File: src/rtl/sscf_pkg.sv
package sscf_pkg;
	// ==========================================
	// status register field positions
	localparam int unsigned STAT_ERR_BIT  = 7;
	localparam int unsigned STAT_LOW_BIT  = 6;
	localparam int unsigned STAT_IDLE_BIT = 5;
	localparam int unsigned STAT_CONV_BIT = 4;
	localparam logic [7:0]  STAT_RESET    = 8'h30;
	// ==========================================
	// address register
	localparam logic [7:0]  ADDR_FACTORY  = 8'hA0;
	localparam int unsigned ADDR_LSB      = 1;
	// ==========================================
	// command codes
	localparam logic [7:0]  CMD_RD_STATUS = 8'h0A;
	localparam logic [7:0]  CMD_RD_ADDR   = 8'h06;
	localparam logic [7:0]  CMD_WR_ADDR   = 8'h07;
	localparam logic [7:0]  CMD_RESET     = 8'h0C;
	localparam logic [7:0]  CMD_RESTORE   = 8'h0D;
	// ==========================================
	// timing
	localparam int unsigned CLK_MHZ       = 125;
	localparam int unsigned IDLE_LIMIT_MS = 10;
	localparam int unsigned IDLE_LIMIT_CYC = IDLE_LIMIT_MS * 1000 * CLK_MHZ;
	localparam int unsigned WRITE_BUSY_CYC = 4;
	localparam int unsigned SWRST_CYC      = 2;

	// decoded command from the framing logic
	typedef struct packed {
		logic       valid;
		logic [7:0] code;
		logic [7:0] data;
		logic       bad;
	} sscf_cmd_t;

	// one response byte towards the framing logic
	typedef struct packed {
		logic       valid;
		logic [7:0] data;
	} sscf_rsp_t;
endpackage

File: src/rtl/sscf_idle_timer.sv
`timescale 1ns/1ps
`default_nettype none
module sscf_idle_timer #(
	parameter int unsigned LIMIT = 1250000
) (
	// clock and reset
	input  wire logic clk,
	input  wire logic rst_b,
	// activity
	input  wire logic busy,
	input  wire logic activity,
	// result
	output logic      expired
);
	logic [31:0] count_ff;

	// ==========================================
	// idle counter: restarts on each link edge, held at zero outside transactions
	always_ff @(posedge clk or negedge rst_b) begin
		if (!rst_b) begin
			count_ff <= 32'h0;
			expired  <= 1'b0;
		end else begin
			expired <= 1'b0;
			if (!busy || activity) begin
				count_ff <= 32'h0;
			end else if (count_ff == LIMIT - 1) begin
				count_ff <= 32'h0;
				expired  <= 1'b1; // one-cycle pulse, repeated every LIMIT cycles while the stall lasts
			end else begin
				count_ff <= count_ff + 32'h1;
			end
		end
	end
endmodule
`default_nettype wire

File: src/rtl/sscf_status_addr.sv
`timescale 1ns/1ps
`default_nettype none
// Contract
// RULE1: error flag sets on bad command or time-out, clears after status read.
// RULE2: low-voltage flag sets while supply monitor reports low, clears after read.
// RULE3: setup flag drops to busy when a write command begins executing.
// RULE4: setup flag returns to standby by itself when the write finishes.
// RULE5: conversion flag sets on power-on, software reset and wake-up.
// RULE6: conversion flag clears when new measurement data is ready.
// RULE7: target address for matching comes from address register bits 7..1.
// RULE8: host writes zero into address register bit 0.
// RULE9: restore command reloads factory address, then software reset.
// RULE10: in serial-bus mode the device only answers, never initiates.
// RULE11: error flag sets when either link idles mid-transaction over 10 ms.
// RULE12: status read answers with exactly one byte, the status contents.
// RULE13: restore uses code 0x0D and gets no response.
// RULE14: status bits 3..0 read zero; host cannot alter status bits.
// RULE15: error and low flags clear only after the status byte is sent.
module sscf_status_addr #(
	parameter int unsigned IDLE_LIMIT = sscf_pkg::IDLE_LIMIT_CYC
) (
	// clock and reset
	input  wire logic              clk,
	input  wire logic              rst_b,
	// decoded commands and response handshake
	input  wire sscf_pkg::sscf_cmd_t cmd,
	input  wire logic              rsp_sent,
	output var sscf_pkg::sscf_rsp_t rsp,
	// link activity for time-out
	input  wire logic              uart_busy,
	input  wire logic              uart_edge,
	input  wire logic              i2c_busy,
	input  wire logic              i2c_edge,
	// sensor side events
	input  wire logic              low_supply_pin,
	input  wire logic              wake_event,
	input  wire logic              data_ready,
	// outputs
	output logic [6:0]             target_address_bits,
	output logic [7:0]             status_out,
	output logic                   soft_reset
);
	// ==========================================
	// declarations
	logic       command_error_flag_ff;
	logic       low_supply_flag_ff;
	logic       setup_idle_flag_ff;
	logic       conversion_pending_flag_ff;
	logic [7:0] target_address_setting_ff;
	logic [2:0] busy_cnt_ff;
	logic [1:0] rst_cnt_ff;
	logic       low_s1_ff;
	logic       low_s2_ff;
	logic       stat_pending_ff;
	logic       uart_to;
	logic       i2c_to;
	logic       timeout;
	logic       soft_rst_now;
	logic [7:0] nxt_status;
	logic [7:0] write_data_ff;

	// ==========================================
	// supply monitor comes from analog domain, so synchronise it
	always_ff @(posedge clk or negedge rst_b) begin
		if (!rst_b) begin
			low_s1_ff <= 1'b0;
			low_s2_ff <= 1'b0;
		end else begin
			low_s1_ff <= low_supply_pin;
			low_s2_ff <= low_s1_ff;
		end
	end

	// ==========================================
	// idle timers, one per link
	sscf_idle_timer #(.LIMIT(IDLE_LIMIT)) u_uart_to (
		.clk      (clk),
		.rst_b    (rst_b),
		.busy     (uart_busy),
		.activity (uart_edge),
		.expired  (uart_to)
	);
	sscf_idle_timer #(.LIMIT(IDLE_LIMIT)) u_i2c_to (
		.clk      (clk),
		.rst_b    (rst_b),
		.busy     (i2c_busy),
		.activity (i2c_edge),
		.expired  (i2c_to)
	);
	assign timeout = uart_to | i2c_to; // RULE11

	// soft reset is triggered by reset command or restore command
	assign soft_rst_now = cmd.valid && !cmd.bad
		&& (cmd.code == sscf_pkg::CMD_RESET || cmd.code == sscf_pkg::CMD_RESTORE);

	// ==========================================
	// status byte as seen by the host; low nibble hard zero
	always_comb begin
		nxt_status = 8'h00; // RULE14
		nxt_status[sscf_pkg::STAT_ERR_BIT]  = command_error_flag_ff;
		nxt_status[sscf_pkg::STAT_LOW_BIT]  = low_supply_flag_ff;
		nxt_status[sscf_pkg::STAT_IDLE_BIT] = setup_idle_flag_ff;
		nxt_status[sscf_pkg::STAT_CONV_BIT] = conversion_pending_flag_ff;
	end

	// ==========================================
	// status read pending: remembers read until its byte is sent
	always_ff @(posedge clk or negedge rst_b) begin
		if (!rst_b) begin
			stat_pending_ff <= 1'b0;
		end else if (cmd.valid && !cmd.bad && cmd.code == sscf_pkg::CMD_RD_STATUS) begin
			stat_pending_ff <= 1'b1;
		end else if (rsp_sent) begin
			stat_pending_ff <= 1'b0;
		end
	end

	// ==========================================
	// error flag; a new event in the clear cycle wins
	always_ff @(posedge clk or negedge rst_b) begin
		if (!rst_b) begin
			command_error_flag_ff <= 1'b0;
		end else if ((cmd.valid && cmd.bad) || timeout) begin
			command_error_flag_ff <= 1'b1; // RULE1
		end else if (stat_pending_ff && rsp_sent) begin
			command_error_flag_ff <= 1'b0; // RULE15
		end
	end

	// ==========================================
	// low supply flag; level held low keeps it set
	always_ff @(posedge clk or negedge rst_b) begin
		if (!rst_b) begin
			low_supply_flag_ff <= 1'b0;
		end else if (low_s2_ff) begin
			low_supply_flag_ff <= 1'b1; // RULE2
		end else if (stat_pending_ff && rsp_sent) begin
			low_supply_flag_ff <= 1'b0; // RULE15
		end
	end

	// ==========================================
	// setup flag and write execution; the write takes a few cycles
	always_ff @(posedge clk or negedge rst_b) begin
		if (!rst_b) begin
			setup_idle_flag_ff <= 1'b1;
			busy_cnt_ff        <= 3'h0;
		end else if (cmd.valid && !cmd.bad && cmd.code == sscf_pkg::CMD_WR_ADDR) begin
			setup_idle_flag_ff <= 1'b0; // RULE3
			busy_cnt_ff        <= 3'(sscf_pkg::WRITE_BUSY_CYC);
		end else if (busy_cnt_ff == 3'h1) begin
			setup_idle_flag_ff <= 1'b1; // RULE4
			busy_cnt_ff        <= 3'h0;
		end else if (busy_cnt_ff != 3'h0) begin
			busy_cnt_ff <= busy_cnt_ff - 3'h1;
		end
	end

	// ==========================================
	// address register; bit 0 forced zero so a careless host cannot break matching
	always_ff @(posedge clk or negedge rst_b) begin
		if (!rst_b) begin
			target_address_setting_ff <= sscf_pkg::ADDR_FACTORY;
		end else if (cmd.valid && !cmd.bad && cmd.code == sscf_pkg::CMD_RESTORE) begin
			target_address_setting_ff <= sscf_pkg::ADDR_FACTORY; // RULE9
		end else if (busy_cnt_ff == 3'h1) begin
			target_address_setting_ff <= {write_data_ff[7:1], 1'b0}; // RULE8
		end
	end

	// ==========================================
	// write data waits here until the busy count lands it
	always_ff @(posedge clk or negedge rst_b) begin
		if (!rst_b) begin
			write_data_ff <= 8'h00;
		end else if (cmd.valid && !cmd.bad && cmd.code == sscf_pkg::CMD_WR_ADDR) begin
			write_data_ff <= cmd.data;
		end
	end

	// match address output for the serial target
	always_ff @(posedge clk or negedge rst_b) begin
		if (!rst_b) begin
			target_address_bits <= sscf_pkg::ADDR_FACTORY[7:1];
		end else begin
			target_address_bits <= target_address_setting_ff[7:sscf_pkg::ADDR_LSB]; // RULE7
		end
	end

	// ==========================================
	// software reset pulse two cycles after the command, so the reload settles first
	always_ff @(posedge clk or negedge rst_b) begin
		if (!rst_b) begin
			rst_cnt_ff <= 2'h0;
			soft_reset <= 1'b0;
		end else begin
			soft_reset <= 1'b0;
			if (soft_rst_now) begin
				rst_cnt_ff <= 2'(sscf_pkg::SWRST_CYC);
			end else if (rst_cnt_ff != 2'h0) begin
				rst_cnt_ff <= rst_cnt_ff - 2'h1;
				soft_reset <= (rst_cnt_ff == 2'h1); // RULE9
			end
		end
	end

	// ==========================================
	// conversion flag: reset starts a conversion, so set beats data ready
	always_ff @(posedge clk or negedge rst_b) begin
		if (!rst_b) begin
			conversion_pending_flag_ff <= 1'b1;
		end else if (soft_reset || wake_event) begin
			conversion_pending_flag_ff <= 1'b1; // RULE5
		end else if (data_ready) begin
			conversion_pending_flag_ff <= 1'b0; // RULE6
		end
	end

	// ==========================================
	// responses: answer only what the host asked; writes and setup stay silent
	always_ff @(posedge clk or negedge rst_b) begin
		if (!rst_b) begin
			rsp <= '0;
		end else if (cmd.valid && !cmd.bad && cmd.code == sscf_pkg::CMD_RD_STATUS) begin
			rsp.valid <= 1'b1; // RULE12
			rsp.data  <= nxt_status;
		end else if (cmd.valid && !cmd.bad && cmd.code == sscf_pkg::CMD_RD_ADDR) begin
			rsp.valid <= 1'b1; // RULE10
			rsp.data  <= target_address_setting_ff;
		end else if (rsp_sent) begin
			rsp.valid <= 1'b0; // RULE13
		end
	end

	// registered copy of the status byte; lags the flags by one cycle
	always_ff @(posedge clk or negedge rst_b) begin
		if (!rst_b) begin
			status_out <= sscf_pkg::STAT_RESET;
		end else begin
			status_out <= nxt_status;
		end
	end

	// ==========================================
	// checks
	a_err_on_bad: assert property (@(posedge clk) disable iff (!rst_b)
		(cmd.valid && cmd.bad) |=> command_error_flag_ff) // RULE1
		else $error("error flag not set after bad command");
	a_low_sets: assert property (@(posedge clk) disable iff (!rst_b)
		low_s2_ff |=> low_supply_flag_ff) // RULE2
		else $error("low flag missed");
	a_write_busy: assert property (@(posedge clk) disable iff (!rst_b)
		(cmd.valid && !cmd.bad && cmd.code == sscf_pkg::CMD_WR_ADDR) |=> !setup_idle_flag_ff) // RULE3
		else $error("setup flag not busy");
	a_write_done: assert property (@(posedge clk) disable iff (!rst_b)
		$fell(setup_idle_flag_ff) |-> ##[1:8] setup_idle_flag_ff) // RULE4
		else $error("setup flag stuck busy");
	a_conv_reset: assert property (@(posedge clk) disable iff (!rst_b)
		(soft_reset || wake_event) |=> conversion_pending_flag_ff) // RULE5
		else $error("conversion flag not set");
	a_conv_done: assert property (@(posedge clk) disable iff (!rst_b)
		(data_ready && !soft_reset && !wake_event) |=> !conversion_pending_flag_ff) // RULE6
		else $error("conversion flag not cleared");
	a_addr_match: assert property (@(posedge clk) disable iff (!rst_b)
		##1 target_address_bits == $past(target_address_setting_ff[7:1])) // RULE7
		else $error("match address wrong");
	a_restore_rst: assert property (@(posedge clk) disable iff (!rst_b)
		(cmd.valid && !cmd.bad && cmd.code == sscf_pkg::CMD_RESTORE)
		|=> target_address_setting_ff == sscf_pkg::ADDR_FACTORY ##2 soft_reset) // RULE9
		else $error("restore sequence wrong");
	a_timeout_err: assert property (@(posedge clk) disable iff (!rst_b)
		timeout |=> command_error_flag_ff) // RULE11
		else $error("time-out not flagged");
	a_stat_rsp: assert property (@(posedge clk) disable iff (!rst_b)
		(cmd.valid && !cmd.bad && cmd.code == sscf_pkg::CMD_RD_STATUS)
		|=> rsp.valid && rsp.data == $past(nxt_status)) // RULE12
		else $error("status response wrong");
	a_low_nibble: assert property (@(posedge clk) disable iff (!rst_b)
		status_out[3:0] == 4'h0) // RULE14
		else $error("status low bits not zero");
	a_clear_late: assert property (@(posedge clk) disable iff (!rst_b)
		($fell(command_error_flag_ff)) |-> $past(stat_pending_ff && rsp_sent)) // RULE15
		else $error("error flag cleared early");
	a_low_clear_late: assert property (@(posedge clk) disable iff (!rst_b)
		$fell(low_supply_flag_ff) |-> $past(stat_pending_ff && rsp_sent)) // RULE15
		else $error("low flag cleared early");
	a_err_holds: assert property (@(posedge clk) disable iff (!rst_b)
		(command_error_flag_ff && !(stat_pending_ff && rsp_sent)) |=> command_error_flag_ff) // RULE1
		else $error("error flag lost before status read");
	a_low_holds: assert property (@(posedge clk) disable iff (!rst_b)
		(low_supply_flag_ff && !(stat_pending_ff && rsp_sent)) |=> low_supply_flag_ff) // RULE2
		else $error("low flag lost before status read");
	a_restore_silent: assert property (@(posedge clk) disable iff (!rst_b)
		(cmd.valid && !cmd.bad && cmd.code == sscf_pkg::CMD_RESTORE && !rsp.valid) |=> !rsp.valid) // RULE13
		else $error("restore produced a response");
	a_bad_silent: assert property (@(posedge clk) disable iff (!rst_b)
		(cmd.valid && cmd.bad && !rsp.valid) |=> !rsp.valid) // RULE10
		else $error("bad command produced a response");
	a_rsp_holds: assert property (@(posedge clk) disable iff (!rst_b)
		(rsp.valid && !rsp_sent && !cmd.valid) |=> rsp.valid && $stable(rsp.data)) // RULE12
		else $error("response byte dropped before sent");
	a_soft_pulse: assert property (@(posedge clk) disable iff (!rst_b)
		soft_reset |=> !soft_reset) // RULE9
		else $error("software reset longer than one cycle");
endmodule
`default_nettype wire

File: config.mk
export PLATFORM = sky130hd
export DESIGN_NAME = sscf_status_addr
export DESIGN_NICKNAME = d
export VERILOG_FILES = /design/src/rtl/sscf_pkg.sv /design/src/rtl/sscf_idle_timer.sv /design/src/rtl/sscf_status_addr.sv
export SDC_FILE = /design/constraint.sdc
export NUM_CORES = 1
export LEC_CHECK = 0
export ABC_AREA = 1
export BUFFER_PORTS_ARGS = -buffer_cell sky130_fd_sc_hd__buf_4
export CAP_MARGIN = 5
export CORE_ASPECT_RATIO = 1.75
export CORE_UTILIZATION = 34
export CTS_BUF_LIST = sky130_fd_sc_hd__clkbuf_4
export CTS_CLUSTER_SIZE = 8
export DETAILED_ROUTE_END_ITERATION = 7
export PLACE_DENSITY = 0.6
export SYNTH_ARGS = -nofsm -noshare
export SYNTH_HDL_FRONTEND = slang
export SYNTH_SLANG_ARGS = --single-unit
File: constraint.sdc
create_clock -name clk -period 4.4 [get_ports clk]
set_input_delay 0.44 -clock clk [delete_from_list [all_inputs] [get_ports clk]]
set_output_delay 0.44 -clock clk [all_outputs]
set_load 0.03 [all_outputs]
==> metrics list <==
- Slowest stage delay, CP: 400 ps
* Width of the die: 104 um
- Required @ worst endpoint: 4760 ps
* Beginning of the worst register-to-register path: u_i2c_to.count_ff[0]
- Power per cell area: 283 mW/mm^2
* Final core utilization: 0.390
- Number of hold-repair buffers added at the cts stage: 0
* Total number of vias: 5064
- In the synthesized netlist, the number of instances is 824.
- Summed over all layers, the global routing overflow is 0.
* Post-route clock period utilization: 0.384
* Average wire per standard cell: 13.3 um
- Hold Violations, Final: 0
- Clk_lat worst skew: 500 ps
* Area of the core region: 0.0176 sq mm
- The H-tree generated during clock tree synthesis spans 3 levels.
- Leakage: 3.22 nW
- In the layout the commonest cells are sky130_fd_sc_hd__nand2_1 (249), sky130_fd_sc_hd__nor2_1 (161), sky130_fd_sc_hd__inv_1 (104), sky130_fd_sc_hd__dfrtp_1 (104), sky130_fd_sc_hd__nand3_1 (55).
* Max Cap Viol: 0
- In the final layout, the share of cells above drive strength 1 is 0.151.
- For this run, design rule violations remaining after detail routing come to 0.
- Number of synthesized register bits: 112
- Clock Tree Root: sky130_fd_sc_hd__clkbuf_4
* Mapped Area: 0.00614 sq mm
* Top-level I/O count: 53
- The min-delay analysis places its worst path in the category in -> async.
- Using the TritonRoute via totals, the vias-per-cell ratio works out to 4.55.
- Average footprint of a synthesized cell: 7.46 sq um
- Static timing analysis puts the maximum clock frequency at 592 MHz.
- Setup slack of the most critical reg-to-reg path: 2710 ps
* Via count of the first global-routing pass: 5156
* Final setup violation count: 0
- Number of distinct library cell variants in the gate-level netlist after synthesis: 31
* Run status: completed
* Category of the worst setup path capture point: register
* Total GRT Usage: 0.172
* RSZ-0062 raised after global routing: false
* Crit path kind: reg -> reg
- Post-CTS repair changed the size of 0 cells.
* Port buffer count: 46
* Global-route wire length before repair: 24800 um
- In this run the worst path has a maximum fanout of 5.
- The worst path needs 1690 ps of the cycle, external delays included.
- Kind of start point of the critical path: register
- Buffers inserted by post-CTS timing repair: 0
* Pin count of the biggest net entering global routing: 72
- Commonest non-fill, non-tap cell in the layout: sky130_fd_sc_hd__nand2_1
* 1st-iter DRT viols: 212
- The worst pin sits at a relative slew slack of 0.388.
- Final hold slack: 27.8 ps
- Setup total negative slack on the finished layout was measured at 0 ps.
- For this run, the register share of the synthesized area comes to 0.458.
- Remaining antenna violation count: 0
- Final WL: 14900 um
- The signal on the critical path passes through ha_1, inv_1, nor2_4, nand2_1, nor2_2, xor2_1, nor2_1.
- Largest clock skew in the final design: 22.4 ps
- Count of warnings emitted by yosys: 0
* Net total in the final layout: 911
* Transition time of the tightest slew-check pin: 919 ps
- In this run the critical register-to-register path is captured at u_i2c_to.count_ff[14].
* Number of placement rows: 64
- Signal arrival time at the worst endpoint: 2050 ps
- After synthesis, the cell types taking the most area are sky130_fd_sc_hd__dfrtp_1 (42%), sky130_fd_sc_hd__nand2_1 (15%), sky130_fd_sc_hd__nor2_1 (9.8%).
- After filler insertion, the fill cell instance count of the layout stands at 1894.
- TritonCTS built the clock tree.
- The biggest area contributor in the post-synthesis netlist is sky130_fd_sc_hd__dfrtp_1.
* Antenna violations before repair: 1
- Worst-case reg-to-reg path depth: 7
* Final RePlAce weighted congestion: 0.892
- Initial DRT Pass Iterations: 4
* Max clock buf depth: 2
* Starting Density: 0.349
* Post-synth top area share: 0.424
- Clock-pin slew was measured on the worst setup and hold paths at 170 ps.
- The count of final max-slew check failures came to 0.
- The die covers 0.0186 sq mm.
- Area growth from synthesis to layout: 11.8%
* Number of sinks handled by clock tree synthesis: 112
* VDD IR max: 0.236 mV
- Summed over all nets, the half-perimeter wirelength after detailed placement is 11700 um.
* Slowest library cell on the worst path: sky130_fd_sc_hd__dfrtp_1
- Measured along the y axis, the die boundary spans 180 um.
- The number of clock buffers added by TritonCTS is 9.
layer usage:
layer | global-route usage | up-vias | routed length, um
li1 | - | 2591 | -
met1 | 0.164 | 2320 | 5310
met2 | 0.331 | 102 | 8300
met3 | 0.0236 | 51 | 333
met4 | 0.126 | 0 | 908
met5 | 0 | - | 0
worst max-delay path: cells and delay by family, from the launching register on:
kind | cells | cell delay, ps
flops | 1 | 400
buf+inv | 1 | 90
simple gates | 4 | 650
fa+ha+maj | 1 | 230
xor+xnor | 1 | 180
how the worst max path moves through the flow:
stage | end | slack (ps) | from | cells past startpoint
2_1_floorplan | u_uart_to.count_ff[16] | 2980 | u_uart_to.count_ff[0] | 8
3_3_place_gp | target_address_setting_ff[3] | 2480 | cmd[16] | 9
3_5_place_dp | target_address_setting_ff[3] | 2480 | cmd[16] | 9
4_1_cts | u_i2c_to.count_ff[14] | 2710 | u_i2c_to.count_ff[0] | 7
5_1_grt | u_uart_to.count_ff[9] | 2590 | u_uart_to.count_ff[0] | 8
6_report | u_i2c_to.count_ff[14] | 2710 | u_i2c_to.count_ff[0] | 7
where the power goes:
part           switching [mW]  internal (mW)
logic                   0.206          0.115
clock network           0.337          0.151
registers              0.0316           1.10
total                   0.575           1.37
synth_stat cells:
cell                       number
sky130_fd_sc_hd__a21oi_1        9
sky130_fd_sc_hd__a22oi_1        1
sky130_fd_sc_hd__buf_2          2
sky130_fd_sc_hd__buf_4          5
sky130_fd_sc_hd__clkbuf_1       4
sky130_fd_sc_hd__conb_1         1
sky130_fd_sc_hd__dfrtp_1      104
sky130_fd_sc_hd__dfstp_2        8
sky130_fd_sc_hd__ha_1           7
sky130_fd_sc_hd__inv_1        104
sky130_fd_sc_hd__inv_2          1
sky130_fd_sc_hd__nand2_1      249
sky130_fd_sc_hd__nand2_2       12
sky130_fd_sc_hd__nand2_4        6
sky130_fd_sc_hd__nand2_8        1
sky130_fd_sc_hd__nand3_1       55
sky130_fd_sc_hd__nand3_2        2
sky130_fd_sc_hd__nand4_1        2
sky130_fd_sc_hd__nor2_1       161
sky130_fd_sc_hd__nor2_2        22
sky130_fd_sc_hd__nor2_4        14
sky130_fd_sc_hd__nor2_8         1
sky130_fd_sc_hd__nor3_1         2
sky130_fd_sc_hd__nor3_4         1
sky130_fd_sc_hd__o211ai_1       3
sky130_fd_sc_hd__o21ai_0       14
sky130_fd_sc_hd__o21ai_2        1
sky130_fd_sc_hd__o21bai_1       1
sky130_fd_sc_hd__o31ai_1        1
sky130_fd_sc_hd__xnor2_1       13
sky130_fd_sc_hd__xor2_1        17
kinds of logic after synthesis:
family / after synthesis / synth area share
flip-flops: 112 / 0.458
AO/OA/AOI/OAI: 30 / 0.0275
adder cells (fa/ha/maj): 7 / 0.0143
buffers and inverters: 116 / 0.0743
AND/OR/NAND/NOR: 528 / 0.383
other: 1 / 0.000610
XOR/XNOR: 30 / 0.0428
layout make-up:
type | count | area, sq um | area share
clock buffer | 14 | 105 | 0.0153
multi-input combinational | 600 | 2890 | 0.421
clock inverter | 2 | 16.3 | 0.00237
tap | 231 | 289 | 0.0421
sequential | 112 | 2810 | 0.409
timing repair buffer | 48 | 360 | 0.0525
inverter | 105 | 394 | 0.0574
antenna | 1 | 2.50 | 0.000364
sequential cells by signal (all words and copies together) (netlist names), 3 cells and up:
name	flops
busy_cnt_ff	3
u_uart_to.count_ff	32
target_address_setting_ff	7
target_address_bits	7
rsp	8
u_i2c_to.count_ff	32
status_out	4
write_data_ff	7
through the flow:
step	cell area, sq um	power (mW)	setup WS [ps]	std cells
CTS	6870	1.98	2710	1112
detailed placement	6750	1.48	2480	1096
global placement	6750	1.48	2480	1096
global route	6870	2.05	2590	1113
floorplan	6160	1.37	2980	828
finish	6870	1.94	2710	1113
(Power assumes the default switching activity.)
